## config.mk

```make
export PLATFORM = sky130hd
export DESIGN_NAME = sric_top
export DESIGN_NICKNAME = d
export VERILOG_FILES = /design/src/rtl/sric_periodic_timer.v /design/src/rtl/sric_top.v /design/src/rtl/sric_vector_encoder.v
export VERILOG_INCLUDE_DIRS = /design/src /design/src/shared
export SDC_FILE = /design/constraint.sdc
export NUM_CORES = 1
export LEC_CHECK = 0
export BUFFER_PORTS_ARGS = -buffer_cell sky130_fd_sc_hd__buf_4
export CAP_MARGIN = 20
export CORE_ASPECT_RATIO = 1.2
export CORE_UTILIZATION = 30
export CTS_CLUSTER_DIAMETER = 150
export DETAILED_ROUTE_END_ITERATION = 10
export PLACE_DENSITY_LB_ADDON = 0.08
export SLEW_MARGIN = 10
export SYNTH_ARGS = -nofsm -noshare
export SYNTH_HDL_FRONTEND = slang
export SYNTH_HIERARCHICAL = 1
export SYNTH_SLANG_ARGS = --single-unit
```

## constraint.sdc

```tcl
create_clock -name i_clk -period 2.5 [get_ports i_clk]
set_input_delay 0.5 -clock i_clk [delete_from_list [all_inputs] [get_ports i_clk]]
set_output_delay 0.5 -clock i_clk [all_outputs]
set_load 0.01 [all_outputs]
```

## src/shared/sric_regs.vh

```
// Overview of operation
// - every reset cause uses the single top reset vector 0xFFFE:FFFF.
// - low-voltage detector works only while its enable bit is one.
// - detector trip level, high or low, comes from the trip select bit.
// - stop entry turns the detector off unless its stop enable is set.
// - with detector enable and stop enable set, stop1 and stop2 are refused.
// - power-on reset sets both power-on and low-voltage cause flags.
// - after power-on, reset holds until supply passes the low trip level.
// - with reset enable, low voltage resets; hold until above selected trip.
// - low-voltage reset also sets the low-voltage cause flag.
// - enabled detector with irq enable and no reset enable flags and requests.
// - warning flag has selectable trip level and never requests an interrupt.
// - periodic timer clock is 1 kHz or 32 kHz by the clock select bit.
// - periodic timer keeps running from either source in run, wait, stop3.
// - only the 1 kHz source can wake the part from stop1 or stop2.
// - periodic flag is read-only; writing one to acknowledge clears it.
// - a 3-bit period select picks one of seven wakeup periods.
// - period select of zero disables the timer, no interrupts.
// - periodic request reaches the cpu only while its enable is set.
// - control sits in one direct-page and eight high-page 8-bit registers.
// - each source sets its flag; request goes out only if enabled.
// - among pending requests the lowest vector number wins.
`ifndef SRIC_REGS_VH
`define SRIC_REGS_VH

// ======================================================================
// vectors
`define SRIC_VEC_RESET_ADDR 16'hfffe
`define SRIC_VEC_NUM_LOWV 5'h02
`define SRIC_VEC_NUM_PERIODIC 5'h17
`define SRIC_VEC_COUNT 24

// ======================================================================
// reset cause register bit positions
`define SRIC_CAUSE_POR 7
`define SRIC_CAUSE_PIN 6
`define SRIC_CAUSE_WDOG 5
`define SRIC_CAUSE_ILOP 4
`define SRIC_CAUSE_ILAD 3
`define SRIC_CAUSE_LOWV 1
`define SRIC_CAUSE_RESET_VAL 8'h82

// ======================================================================
// stop kinds
`define SRIC_STOP_1 2'h1
`define SRIC_STOP_2 2'h2
`define SRIC_STOP_3 2'h3

// ======================================================================
// periodic timer periods in source ticks, less one (count runs 0 to value)
`define SRIC_PER_1 10'h007
`define SRIC_PER_2 10'h01f
`define SRIC_PER_3 10'h03f
`define SRIC_PER_4 10'h07f
`define SRIC_PER_5 10'h0ff
`define SRIC_PER_6 10'h1ff
`define SRIC_PER_7 10'h3ff

// ======================================================================
// timing
`define SRIC_CLK_PERIOD_NS 8
`define SRIC_RESET_HOLD_NS 64
`define SRIC_RESET_HOLD_CYC \
  ((`SRIC_RESET_HOLD_NS + `SRIC_CLK_PERIOD_NS - 1) / `SRIC_CLK_PERIOD_NS)

`endif

```

## src/rtl/sric_periodic_timer.v

```verilog
`timescale 1ns/1ps
`include "sric_regs.vh"

module sric_periodic_timer (
  input wire i_clk,
  input wire i_rst,
  input wire i_tick,
  input wire [2:0] i_period_select,
  output reg o_expire
);

  // ====================================================================
  // period table
  function [9:0] sric_period;
    input [2:0] sel;
    begin
      case (sel)
        3'h1: sric_period = `SRIC_PER_1;
        3'h2: sric_period = `SRIC_PER_2;
        3'h3: sric_period = `SRIC_PER_3;
        3'h4: sric_period = `SRIC_PER_4;
        3'h5: sric_period = `SRIC_PER_5;
        3'h6: sric_period = `SRIC_PER_6;
        3'h7: sric_period = `SRIC_PER_7;
        default: sric_period = 10'h000;
      endcase
    end
  endfunction

  reg [9:0] count_reg;
  wire running = (i_period_select != 3'h0);

  // ====================================================================
  // counter
  always @(posedge i_clk or posedge i_rst) begin
    if (i_rst) begin
      count_reg <= 10'h000;
      o_expire <= 1'b0;
    end else begin
      o_expire <= 1'b0;
      if (!running) begin
        count_reg <= 10'h000;
      end else if (i_tick) begin
        if (count_reg >= sric_period(i_period_select)) begin
          count_reg <= 10'h000;
          o_expire <= 1'b1;
        end else begin
          count_reg <= count_reg + 10'h001;
        end
      end
    end
  end

endmodule // sric_periodic_timer

```

## src/rtl/sric_top.v

```verilog
`timescale 1ns/1ps
`include "sric_regs.vh"

module sric_top (
  input wire i_clk,
  input wire i_rst,
  input wire i_supply_below_lo,
  input wire i_supply_below_hi,
  input wire i_warn_below_lo,
  input wire i_warn_below_hi,
  input wire i_reset_pin,
  input wire i_clk_1khz,
  input wire i_clk_32khz,
  input wire i_wdog_reset_req,
  input wire i_ilop_reset_req,
  input wire i_ilad_reset_req,
  input wire i_lowv_detect_enable,
  input wire i_lowv_detect_stop_enable,
  input wire i_lowv_reset_enable,
  input wire i_lowv_irq_enable,
  input wire i_lowv_ack,
  input wire i_lowv_trip_select,
  input wire i_lowv_warn_trip_select,
  input wire i_periodic_clock_select,
  input wire [2:0] i_periodic_period_select,
  input wire i_periodic_irq_enable,
  input wire i_periodic_ack,
  input wire i_stop_entry,
  input wire [1:0] i_stop_kind,
  input wire i_wake,
  input wire [`SRIC_VEC_COUNT-1:0] i_periph_req,
  input wire i_vector_fetch,
  output reg o_sys_reset,
  output reg [7:0] o_reset_cause,
  output reg o_lowv_active,
  output reg o_lowv_trip_select,
  output reg o_lowv_detect_flag,
  output reg o_lowv_warning,
  output reg o_periodic_irq_flag,
  output reg o_in_stop,
  output reg [1:0] o_stop_kind,
  output reg o_stop_refused,
  output reg o_wakeup,
  output reg o_irq_req,
  output reg [4:0] o_vector_num,
  output reg [15:0] o_vector_addr
);

  // ====================================================================
  // synchronisers for pins and foreign clocks
  // bit order: 32k, 1k, pin, warn_hi, warn_lo, below_hi, below_lo
  wire [6:0] async_in = {i_clk_32khz, i_clk_1khz, i_reset_pin,
    i_warn_below_hi, i_warn_below_lo, i_supply_below_hi, i_supply_below_lo};
  reg [6:0] sync1_reg;
  reg [6:0] sync2_reg;
  reg [1:0] clk_prev_reg;
  // supply comparators read as below trip out of reset, so the power-on hold
  // cannot end before the real supply level has crossed both flip-flops
  localparam [6:0] SYNC_RST = 7'h03;

  always @(posedge i_clk or posedge i_rst) begin
    if (i_rst) begin
      sync1_reg <= SYNC_RST;
      sync2_reg <= SYNC_RST;
      clk_prev_reg <= 2'h0;
    end else begin
      sync1_reg <= async_in;
      sync2_reg <= sync1_reg;
      clk_prev_reg <= sync2_reg[6:5];
    end
  end

  wire below_lo = sync2_reg[0];
  wire below_hi = sync2_reg[1];
  wire warn_lo = sync2_reg[2];
  wire warn_hi = sync2_reg[3];
  wire pin_rst = sync2_reg[4];
  wire tick_1k = sync2_reg[5] & ~clk_prev_reg[0];
  wire tick_32k = sync2_reg[6] & ~clk_prev_reg[1];

  // ====================================================================
  // stop mode tracking
  function sric_is_deep;
    input [1:0] kind;
    begin
      sric_is_deep = (kind == `SRIC_STOP_1) || (kind == `SRIC_STOP_2);
    end
  endfunction

  wire deep_req = sric_is_deep(i_stop_kind);
  wire refuse_deep = i_lowv_detect_enable & i_lowv_detect_stop_enable;
  wire in_deep = o_in_stop && sric_is_deep(o_stop_kind);
  reg periodic_wake;

  always @(posedge i_clk or posedge i_rst) begin
    if (i_rst) begin
      o_in_stop <= 1'b0;
      o_stop_kind <= 2'h0;
      o_stop_refused <= 1'b0;
      o_wakeup <= 1'b0;
    end else begin
      o_stop_refused <= 1'b0;
      o_wakeup <= 1'b0;
      if (o_sys_reset) begin
        o_in_stop <= 1'b0;
        o_stop_kind <= 2'h0;
      end else if (o_in_stop) begin
        if (i_wake || periodic_wake) begin
          o_in_stop <= 1'b0;
          o_stop_kind <= 2'h0;
          o_wakeup <= 1'b1;
        end
      end else if (i_stop_entry && i_stop_kind != 2'h0) begin
        if (deep_req && refuse_deep) begin
          o_stop_refused <= 1'b1;
        end else begin
          o_in_stop <= 1'b1;
          o_stop_kind <= i_stop_kind;
        end
      end
    end
  end

  // ====================================================================
  // low-voltage detector control
  // the analog comparators are only trusted while the detector is on
  wire lowv_on = i_lowv_detect_enable &&
    !(o_in_stop && !i_lowv_detect_stop_enable);
  wire below_sel = i_lowv_trip_select ? below_hi : below_lo;
  wire lowv_event = lowv_on & below_sel;

  always @(posedge i_clk or posedge i_rst) begin
    if (i_rst) begin
      o_lowv_active <= 1'b0;
      o_lowv_trip_select <= 1'b0;
      o_lowv_warning <= 1'b0;
      o_lowv_detect_flag <= 1'b0;
    end else begin
      o_lowv_active <= lowv_on;
      o_lowv_trip_select <= i_lowv_trip_select;
      // warning is a status level only, never a request source
      o_lowv_warning <= lowv_on &
        (i_lowv_warn_trip_select ? warn_hi : warn_lo);
      if (lowv_event && i_lowv_irq_enable && !i_lowv_reset_enable) begin
        o_lowv_detect_flag <= 1'b1;
      end else if (i_lowv_ack) begin
        o_lowv_detect_flag <= 1'b0;
      end
    end
  end

  // ====================================================================
  // reset sequencing and cause capture
  localparam ST_POR = 2'h0;
  localparam ST_LOWV = 2'h1;
  localparam ST_OTHER = 2'h2;
  localparam ST_RUN = 2'h3;
  // the hold count is cut to the counter width on purpose
  localparam integer HOLD_CYC_I = `SRIC_RESET_HOLD_CYC;
  localparam [31:0] HOLD_CYC_W = HOLD_CYC_I;
  localparam [3:0] HOLD_CYC = HOLD_CYC_W[3:0];

  reg [1:0] state_reg;
  reg [1:0] state_next;
  reg [3:0] hold_reg;
  reg [3:0] hold_next;
  reg [7:0] cause_next;
  wire lowv_rst = lowv_event & i_lowv_reset_enable;
  wire other_rst = pin_rst | i_wdog_reset_req | i_ilop_reset_req |
    i_ilad_reset_req;

  always @* begin
    state_next = state_reg;
    hold_next = hold_reg;
    cause_next = o_reset_cause;
    case (state_reg)
      ST_POR: begin
        if (!below_lo) begin
          state_next = ST_RUN;
        end
      end
      ST_LOWV: begin
        if (!below_sel) begin
          state_next = ST_RUN;
        end
      end
      ST_OTHER: begin
        if (hold_reg != 4'h0) begin
          hold_next = hold_reg - 4'h1;
        end else if (!other_rst) begin
          state_next = ST_RUN;
        end
      end
      ST_RUN: begin
        if (lowv_rst) begin
          state_next = ST_LOWV;
          cause_next = 8'h00;
          cause_next[`SRIC_CAUSE_LOWV] = 1'b1;
        end else if (other_rst) begin
          state_next = ST_OTHER;
          hold_next = HOLD_CYC;
          cause_next = 8'h00;
          cause_next[`SRIC_CAUSE_PIN] = pin_rst;
          cause_next[`SRIC_CAUSE_WDOG] = i_wdog_reset_req;
          cause_next[`SRIC_CAUSE_ILOP] = i_ilop_reset_req;
          cause_next[`SRIC_CAUSE_ILAD] = i_ilad_reset_req;
        end
      end
      default: begin
        state_next = ST_POR;
      end
    endcase
  end

  always @(posedge i_clk or posedge i_rst) begin
    if (i_rst) begin
      state_reg <= ST_POR;
      hold_reg <= 4'h0;
      o_reset_cause <= `SRIC_CAUSE_RESET_VAL;
      o_sys_reset <= 1'b1;
    end else begin
      state_reg <= state_next;
      hold_reg <= hold_next;
      o_reset_cause <= cause_next;
      o_sys_reset <= (state_next != ST_RUN);
    end
  end

  // ====================================================================
  // periodic interrupt timer
  // in stop1/stop2 the 32 kHz source is gated off, so only 1 kHz wakes
  wire tick_sel = i_periodic_clock_select ? tick_32k : tick_1k;
  wire tick_ok = tick_sel &
    !(in_deep && i_periodic_clock_select);
  wire periodic_expire;

  sric_periodic_timer u_timer (
    .i_clk(i_clk),
    .i_rst(i_rst),
    .i_tick(tick_ok & ~o_sys_reset),
    .i_period_select(i_periodic_period_select),
    .o_expire(periodic_expire)
  );

  always @(posedge i_clk or posedge i_rst) begin
    if (i_rst) begin
      o_periodic_irq_flag <= 1'b0;
      periodic_wake <= 1'b0;
    end else begin
      if (periodic_expire) begin
        o_periodic_irq_flag <= 1'b1;
      end else if (i_periodic_ack) begin
        o_periodic_irq_flag <= 1'b0;
      end
      periodic_wake <= periodic_expire & o_in_stop & i_periodic_irq_enable;
    end
  end

  // ====================================================================
  // request merge and vector selection
  reg [`SRIC_VEC_COUNT-1:0] req_all;

  always @* begin
    req_all = i_periph_req;
    req_all[`SRIC_VEC_NUM_LOWV] = o_lowv_detect_flag &
      i_lowv_irq_enable;
    req_all[`SRIC_VEC_NUM_PERIODIC] = o_periodic_irq_flag &
      i_periodic_irq_enable;
    // vectors 0 and 1 never come from here: reset has its own output
    req_all[0] = 1'b0;
    req_all[1] = 1'b0;
  end

  wire enc_any;
  wire [4:0] enc_num;
  wire [15:0] enc_addr;

  sric_vector_encoder u_enc (
    .i_req(req_all),
    .o_any(enc_any),
    .o_num(enc_num),
    .o_addr(enc_addr)
  );

  always @(posedge i_clk or posedge i_rst) begin
    if (i_rst) begin
      o_irq_req <= 1'b0;
      o_vector_num <= 5'h00;
      o_vector_addr <= `SRIC_VEC_RESET_ADDR;
    end else begin
      // requests are held off while the system sits in reset
      o_irq_req <= enc_any & ~o_sys_reset;
      if (o_sys_reset) begin
        o_vector_num <= 5'h00;
        o_vector_addr <= `SRIC_VEC_RESET_ADDR;
      end else if (i_vector_fetch) begin
        o_vector_num <= enc_num;
        o_vector_addr <= enc_addr;
      end
    end
  end

endmodule // sric_top

```

## src/rtl/sric_vector_encoder.v

```verilog
`timescale 1ns/1ps
`include "sric_regs.vh"

module sric_vector_encoder (
  input wire [`SRIC_VEC_COUNT-1:0] i_req,
  output reg o_any,
  output reg [4:0] o_num,
  output reg [15:0] o_addr
);

  integer k;

  // ====================================================================
  // fixed priority: scan downward so the lowest number is kept last
  always @* begin
    o_any = 1'b0;
    o_num = 5'h00;
    for (k = `SRIC_VEC_COUNT - 1; k >= 0; k = k - 1) begin
      if (i_req[k]) begin
        o_any = 1'b1;
        o_num = k[4:0];
      end
    end
    o_addr = `SRIC_VEC_RESET_ADDR - {10'h000, o_num, 1'b0};
  end

endmodule // sric_vector_encoder

```

==> qor.csv, run 1 <==
metric,value,unit
final net count,517,
number of clock sinks,73,
initial antenna violation count,0,
max-cap violation count,0,
clk_lat worst skew,0.33,ns
number of setup buffers added after CTS,0,
Remaining DRCs,0,
max reg flops,16,
final slew viol count,0,
status,"finished, final reports clean",
GRT Residual Overflow,0,
Via density,4.63,
final hold violation count,0,
maximum VDD drop,0.373,mV
"flops & latches, synth",73,
H-tree depth,3,
post-route setup slack,0.455,ns
crit path cell chain,buf_4 -> or3_1 -> ha_1 -> o21ai_0 -> a211o_1 -> a21boi_2 -> buf_4 -> nor3_1,
Slew HR,55.1,%
xor/xnor share of the synthesized area,1.65,%
"leading cell type in the layout, fill and taps excluded",buf_4,
total track usage,13.8,%
Syn Std Cell Area,3710,µm²
layout cells sized above 1,33.6,%
post-DP HPWL,6220,µm
critical path class,in2reg,
power per cell area,649,nW/µm²
share of power burned in registers,40.8,%
RSZ-0062 raised after global routing,false,
Clock transition at path regs,0.06,ns
biggest cell delay along the critical path,0.50,ns
"area leader, netlist",dfrtp_1,
worst hold path type,in2async,
vias in the first global route,2703,
startpoint types,primary input,
setup_tns,0,ns
Starting DRT DRC Count,79,
Worst Path Required,2.71,ns
ANT cells,0,
row cnt,44,
switching share of power,22.3,%
DRT Pass-1 Iters,4,
yosys warns,6,
Buffers on Ports,88,
Pint,2.48,mW
Detail Route Antenna Nets,0,
Worst setup EP type,flop,
Synth top area share,34.4,%
P_leak,2.29,nW
Clk pwr share,47.3,%
Net Sw Power,0.713,mW
Clk Tree Root Cell,clkbuf_16,
top post-synthesis cells by area,"dfrtp_1, dfstp_2, ha_1",
CP max-delay cell,or3_1,
Initial Utilization,30.8,%
CP Max Fanout,6,
# hold bufs at CTS,0,
setup violators final,0,
CP most frequent cell,buf_4,
area delta synth->final,32.5,%
final WL,8320,µm
CTS tree,yes,
highest-count cells in the layout ignoring fill and taps,"buf_4, dfrtp_1, nor2_1, dfstp_2",
count of different cell masters after synthesis,61,
Setup Skew,0.00780,ns
Mean Syn Cell Area,10.6,µm²
main flop type after synthesis,dfrtp_1,
Placer Congestion,0.760,
cts bufs inserted,9,
Die X-Extent,104,µm
post-synthesis adder-cell area fraction,4.38,%
largest family of logic cells by synthesized area,simple AND/OR/NAND/NOR gates,
Gate Count Post-Synth,349,
post-CTS sizing,0,
Tmin final,2.04,ns
number of enable flip-flop cells after synthesis,0,
core area,12100,µm²
"Seq/Total Area, Yosys",49.9,%
via count,2852,
Final period util,81.8,%
Critical Path AT,2.25,ns
post-synthesis compound-gate area fraction,15.3,%
Fmax,489,MHz
post-place setup slack,0.108,ns
die area,12800,µm²
Synth Area in Simple Gates,20.4,%
"FFs w/ async S/R, synth",100,%
DR WL/cell,13.5,µm
io pins,95,
first-pass GRT wire length,13600,µm
post-synthesis mux area share,2.43,%
combinational share of power,11.9,%
largest net degree at the start of global routing,42,
Max Buffers Root-to-Sink,2,
height of the die,124,µm
Slew @ Worst Pin,0.667,ns
[cells in the mapped netlist (2+ instances only)]
cell / instances
o211ai_1: 5
or4_4: 2
mux2i_1: 9
nand4_1: 2
dfstp_2: 22
nor2_1: 28
ha_1: 13
o21ai_0: 14
a22o_1: 5
dfrtp_1: 51
nor4_1: 8
a211oi_1: 2
xnor2_1: 2
a21oi_1: 6
o21ai_1: 2
and2_1: 6
a211o_1: 16
o22ai_1: 2
nor3_1: 8
buf_2: 4
xor2_1: 5
a21o_1: 2
buf_4: 14
nor2b_1: 20
and3_1: 5
o21bai_1: 3
or3_1: 2
nor3_2: 6
nand2_1: 17
o211a_1: 2
nand2b_1: 5
inv_1: 17
clkbuf_1: 4
conb_1: 3
nand4b_1: 2
or3b_2: 2
nand3_1: 9
[critical path: cells and delay by family]
kind,cells,cell delay (ns)
adder cells (fa/ha/maj),1,0.32
buffers and inverters,2,0.30
AO/OA/AOI/OAI,3,0.57
AND/OR/NAND/NOR,2,0.56
[routing by layer]
layer / track usage (%) / wire length [µm] / share of wire (%) / vias to the layer above
met5: 0 / 0 / 0 / -
met3: 4.97 / 512 / 6.2 / 10
met4: 5.53 / 159 / 1.9 / 0
met1: 16.3 / 3660 / 44 / 1362
li1: - / - / - / 1417
met2: 22.9 / 3980 / 48 / 63
[logic make-up (layout without fill, tap and decap cells)]
kind of cell / count (synthesis) / after routing
multiplexers: 9 / 9
XOR/XNOR: 7 / 7
AO/OA/AOI/OAI: 74 / 74
AND/OR/NAND/NOR: 130 / 130
buffers and inverters: 40 / 129
flip-flops: 73 / 73
adder cells (fa/ha/maj): 13 / 13
other: 3 / 20
[worst paths after layout]
check	start	to	slack, ns	depth (start not counted)
max	i_periodic_period_select[0]	u_timer/count_reg[3]	0.46	8
max in group asynchronous	i_rst	o_sys_reset	1.61	3
min	i_rst	u_timer/o_expire	0.20	2
min reg2reg	sync1_reg[6]	sync2_reg[6]	0.35	0
min in group i_clk	i_reset_pin	sync1_reg[4]	0.28	1
max reg2reg	u_timer/count_reg[7]	u_timer/count_reg[3]	0.62	7
[layout make-up]
cell class | count | area, µm²
repair buffers | 95 | 726
flip-flops and latches | 73 | 1850
multi-input cells | 253 | 1710
clock inverters | 4 | 98.8
inverters | 18 | 68.8
fillers | 1177 | 7140
well taps | 161 | 201
clock buffers | 12 | 256
[power by group through the flow]
stage / Clock [mW] / Combinational, mW / Sequential [mW]
CTS: 1.57 / 0.389 / 1.30
global route: 1.62 / 0.435 / 1.31
finish: 1.51 / 0.381 / 1.30
global placement: 0 / 0.380 / 1.32
floorplan: 0 / 0.230 / 1.32
detailed placement: 0 / 0.389 / 1.32
[metrics by stage]
step	cell area, µm²	hold WS, ns	util (%)	std cells	power (mW)
2_1_floorplan	3780	0.331	-	366	1.55
5_1_grt	4920	0.231	40.8	616	3.37
3_5_place_dp	4560	0.336	37.9	600	1.71
4_1_cts	4920	0.203	40.8	616	3.26
6_report	4920	0.196	40.8	616	3.19
3_3_place_gp	4560	0.332	37.9	600	1.70
No activity file was read; power rests on OpenSTA's default activity.
==> run 2: changes to the inputs <==
clock period = 2.1 ns   (was 2.5 ns; I/O delays follow)
==> run 2 against run 1 <==
Net effect:
- final cell count rose by 0.97%
- critical path depth fell by 1
- clock power rose by 9.9%
- first-iteration DRC count rose by 14%
- die area did not move
- count of clock-buffer cells in the layout rose by 2
- largest cell class unchanged
- sequential share of layout area fell by 0.37 points
- largest power group unchanged
==> qor.csv, run 2 (same netlist as run 1, synthesis figures left out) <==
metric,value,unit,change
final hold violation count,0,,unchanged
Net Sw Power,0.828,mW,was 0.713 mW
Buffers on Ports,88,,unchanged
Slew HR,63.7,%,was 55.1%
DR WL/cell,13.4,µm,was 13.5 µm
Remaining DRCs,0,,unchanged
"leading cell type in the layout, fill and taps excluded",buf_4,,unchanged
Slew @ Worst Pin,0.538,ns,was 0.667 ns
Pint,2.84,mW,was 2.48 mW
power per cell area,738,nW/µm²,was 649 nW/µm²
post-CTS sizing,0,,unchanged
Initial Utilization,30.8,%,unchanged
total track usage,13.9,%,was 13.8%
RSZ-0062 raised after global routing,false,,unchanged
startpoint types,flop,,was primary input
core area,12100,µm²,unchanged
Tmin final,1.93,ns,
Die X-Extent,104,µm,unchanged
placed cells,606,,was 600
Clk Tree Root Cell,clkbuf_16,,unchanged
Worst setup EP type,flop,,unchanged
Final period util,91.8,%,
Detail Route Antenna Nets,0,,unchanged
Bufs and invs on worst path,1,,was 2
number of setup buffers added after CTS,0,,unchanged
vias in the first global route,2775,,was 2703
biggest cell delay along the critical path,0.42,ns,was 0.50 ns
cts bufs inserted,9,,unchanged
Worst Path Required,2.31,ns,was 2.71 ns
Clk pwr share,45.2,%,was 47.3%
maximum VDD drop,0.446,mV,was 0.373 mV
via count,2792,,was 2852
number of clock sinks,73,,unchanged
io pins,95,,unchanged
layout cells sized above 1,34.7,%,was 33.6%
height of the die,124,µm,unchanged
CP max-delay cell,dfrtp_1,,was or3_1
Via density,4.49,,was 4.63
Clock transition at path regs,0.06,ns,about the same
# hold bufs at CTS,0,,unchanged
area delta synth->final,33.8,%,was 32.5%
"CP delay by family, top",compound AO/OA/AOI/OAI gates,,unchanged
critical path class,reg2reg,,was in2reg
CTS tree,yes,,unchanged
max reg flops,16,,unchanged
final net count,523,,was 517
P_leak,2.31,nW,was 2.29 nW
final WL,8310,µm,was 8320 µm
post-DP HPWL,6090,µm,was 6220 µm
Setup Skew,0.00545,ns,was 0.00780 ns
Max Buffers Root-to-Sink,2,,unchanged
crit path cell chain,ha_1 -> a211oi_1 -> nor2_1 -> nor3_2 -> a21boi_4 -> buf_4 -> a2111oi_2,,was buf_4 -> or3_1 -> ha_1 -> o21ai_0 -> a211o_1 -> a21boi_2 -> buf_4 -> nor3_1
Starting DRT DRC Count,90,,was 79
setup violators final,0,,unchanged
worst hold path type,in2async,,unchanged
Placer Congestion,0.720,,was 0.760
row cnt,44,,unchanged
Fmax,519,MHz,
die area,12800,µm²,unchanged
combinational share of power,12.5,%,was 11.9%
fin cells,622,,was 616
Critical Path AT,2.14,ns,was 2.25 ns
CP Max Fanout,4,,was 6
Fin Hold WS,0.110,ns,was 0.196 ns
clk_lat worst skew,0.32,ns,was 0.33 ns
initial antenna violation count,0,,unchanged
final slew viol count,0,,unchanged
ANT cells,0,,unchanged
largest net degree at the start of global routing,63,,was 42
max-cap violation count,0,,unchanged
first-pass GRT wire length,13800,µm,was 13600 µm
status,"finished, final reports clean",,unchanged
GRT Residual Overflow,0,,unchanged
total power,3.67,mW,was 3.19 mW
setup_tns,0,ns,unchanged
highest-count cells in the layout ignoring fill and taps,"buf_4, dfrtp_1, nor2_1, dfstp_2",,unchanged
final core area utilization,41.2,%,was 40.8%
switching share of power,22.6,%,was 22.3%
DRT Pass-1 Iters,6,,was 4
share of power burned in registers,42.3,%,was 40.8%
H-tree depth,3,,unchanged
==> run 2: cell types whose count changed in the layout (fill, tap and decap cells not counted), sizes merged <==
cell	delta
buf	+6
clkbuf	+2
bufinv	-1
clkinv	-1
==> run 2: worst reg2reg max path: cells and delay by family, from the launching register on <==
family                     cells  cell delay (ns)
adders and majority gates      1             0.33
and+or+nand+nor                2             0.37
buffers and inverters          1             0.17
AOI/OAI and AO/OA              3             0.54
DFF                            1             0.42
==> run 2: final cells by class <==
type	instances	area, µm²
well taps	161	201
clock buffers	14	264
flip-flops and latches	73	1850
multi-input cells	253	1750
inverters	18	72.6
fillers	1202	7090
repair buffers	101	771
clock inverters	2	60.1
==> run 2: per-stage QoR <==
stage | area (µm²) | worst slack, ns
after floorplan | 3830 | -0.00900
after global placement | 4640 | -0.122
after detailed placement | 4640 | -0.158
after CTS | 4970 | 0.142
after global routing | 4970 | 0.0142
final | 4970 | 0.172
==> run 2: power by group through the flow <==
| stage | clock, mW | sequential, mW | combinational [mW] |
|---|---|---|---|
| final | 1.66 | 1.55 | 0.460 |
| after global routing | 1.77 | 1.56 | 0.533 |
| after CTS | 1.71 | 1.55 | 0.470 |
| after detailed placement | 0 | 1.57 | 0.469 |
| after global placement | 0 | 1.57 | 0.463 |
| after floorplan | 0 | 1.58 | 0.279 |
==> run 2: final timing paths <==
| kind | startpoint | to | slack (ns) | cells after the start |
|---|---|---|---|---|
| min in group i_clk | i_reset_pin | sync1_reg[4] | 0.20 | 1 |
| hold / removal | i_rst | u_timer/o_expire | 0.11 | 2 |
| max in group asynchronous | i_rst | o_vector_addr[12] | 1.60 | 3 |
| setup / recovery | u_timer/count_reg[7] | u_timer/count_reg[2] | 0.17 | 7 |
| hold reg to reg | sync1_reg[6] | sync2_reg[6] | 0.35 | 0 |
| setup reg to reg | u_timer/count_reg[7] | u_timer/count_reg[2] | 0.17 | 7 |
==> run 2: routing by layer <==
| metal | global-route usage [%] | wire length, µm | vias up |
|---|---|---|---|
| li1 | - | - | 1429 |
| met1 | 17.6 | 3930 | 1299 |
| met2 | 22.6 | 3880 | 57 |
| met3 | 3.77 | 388 | 7 |
| met4 | 5.71 | 110 | 0 |
| met5 | 0 | 0 | - |
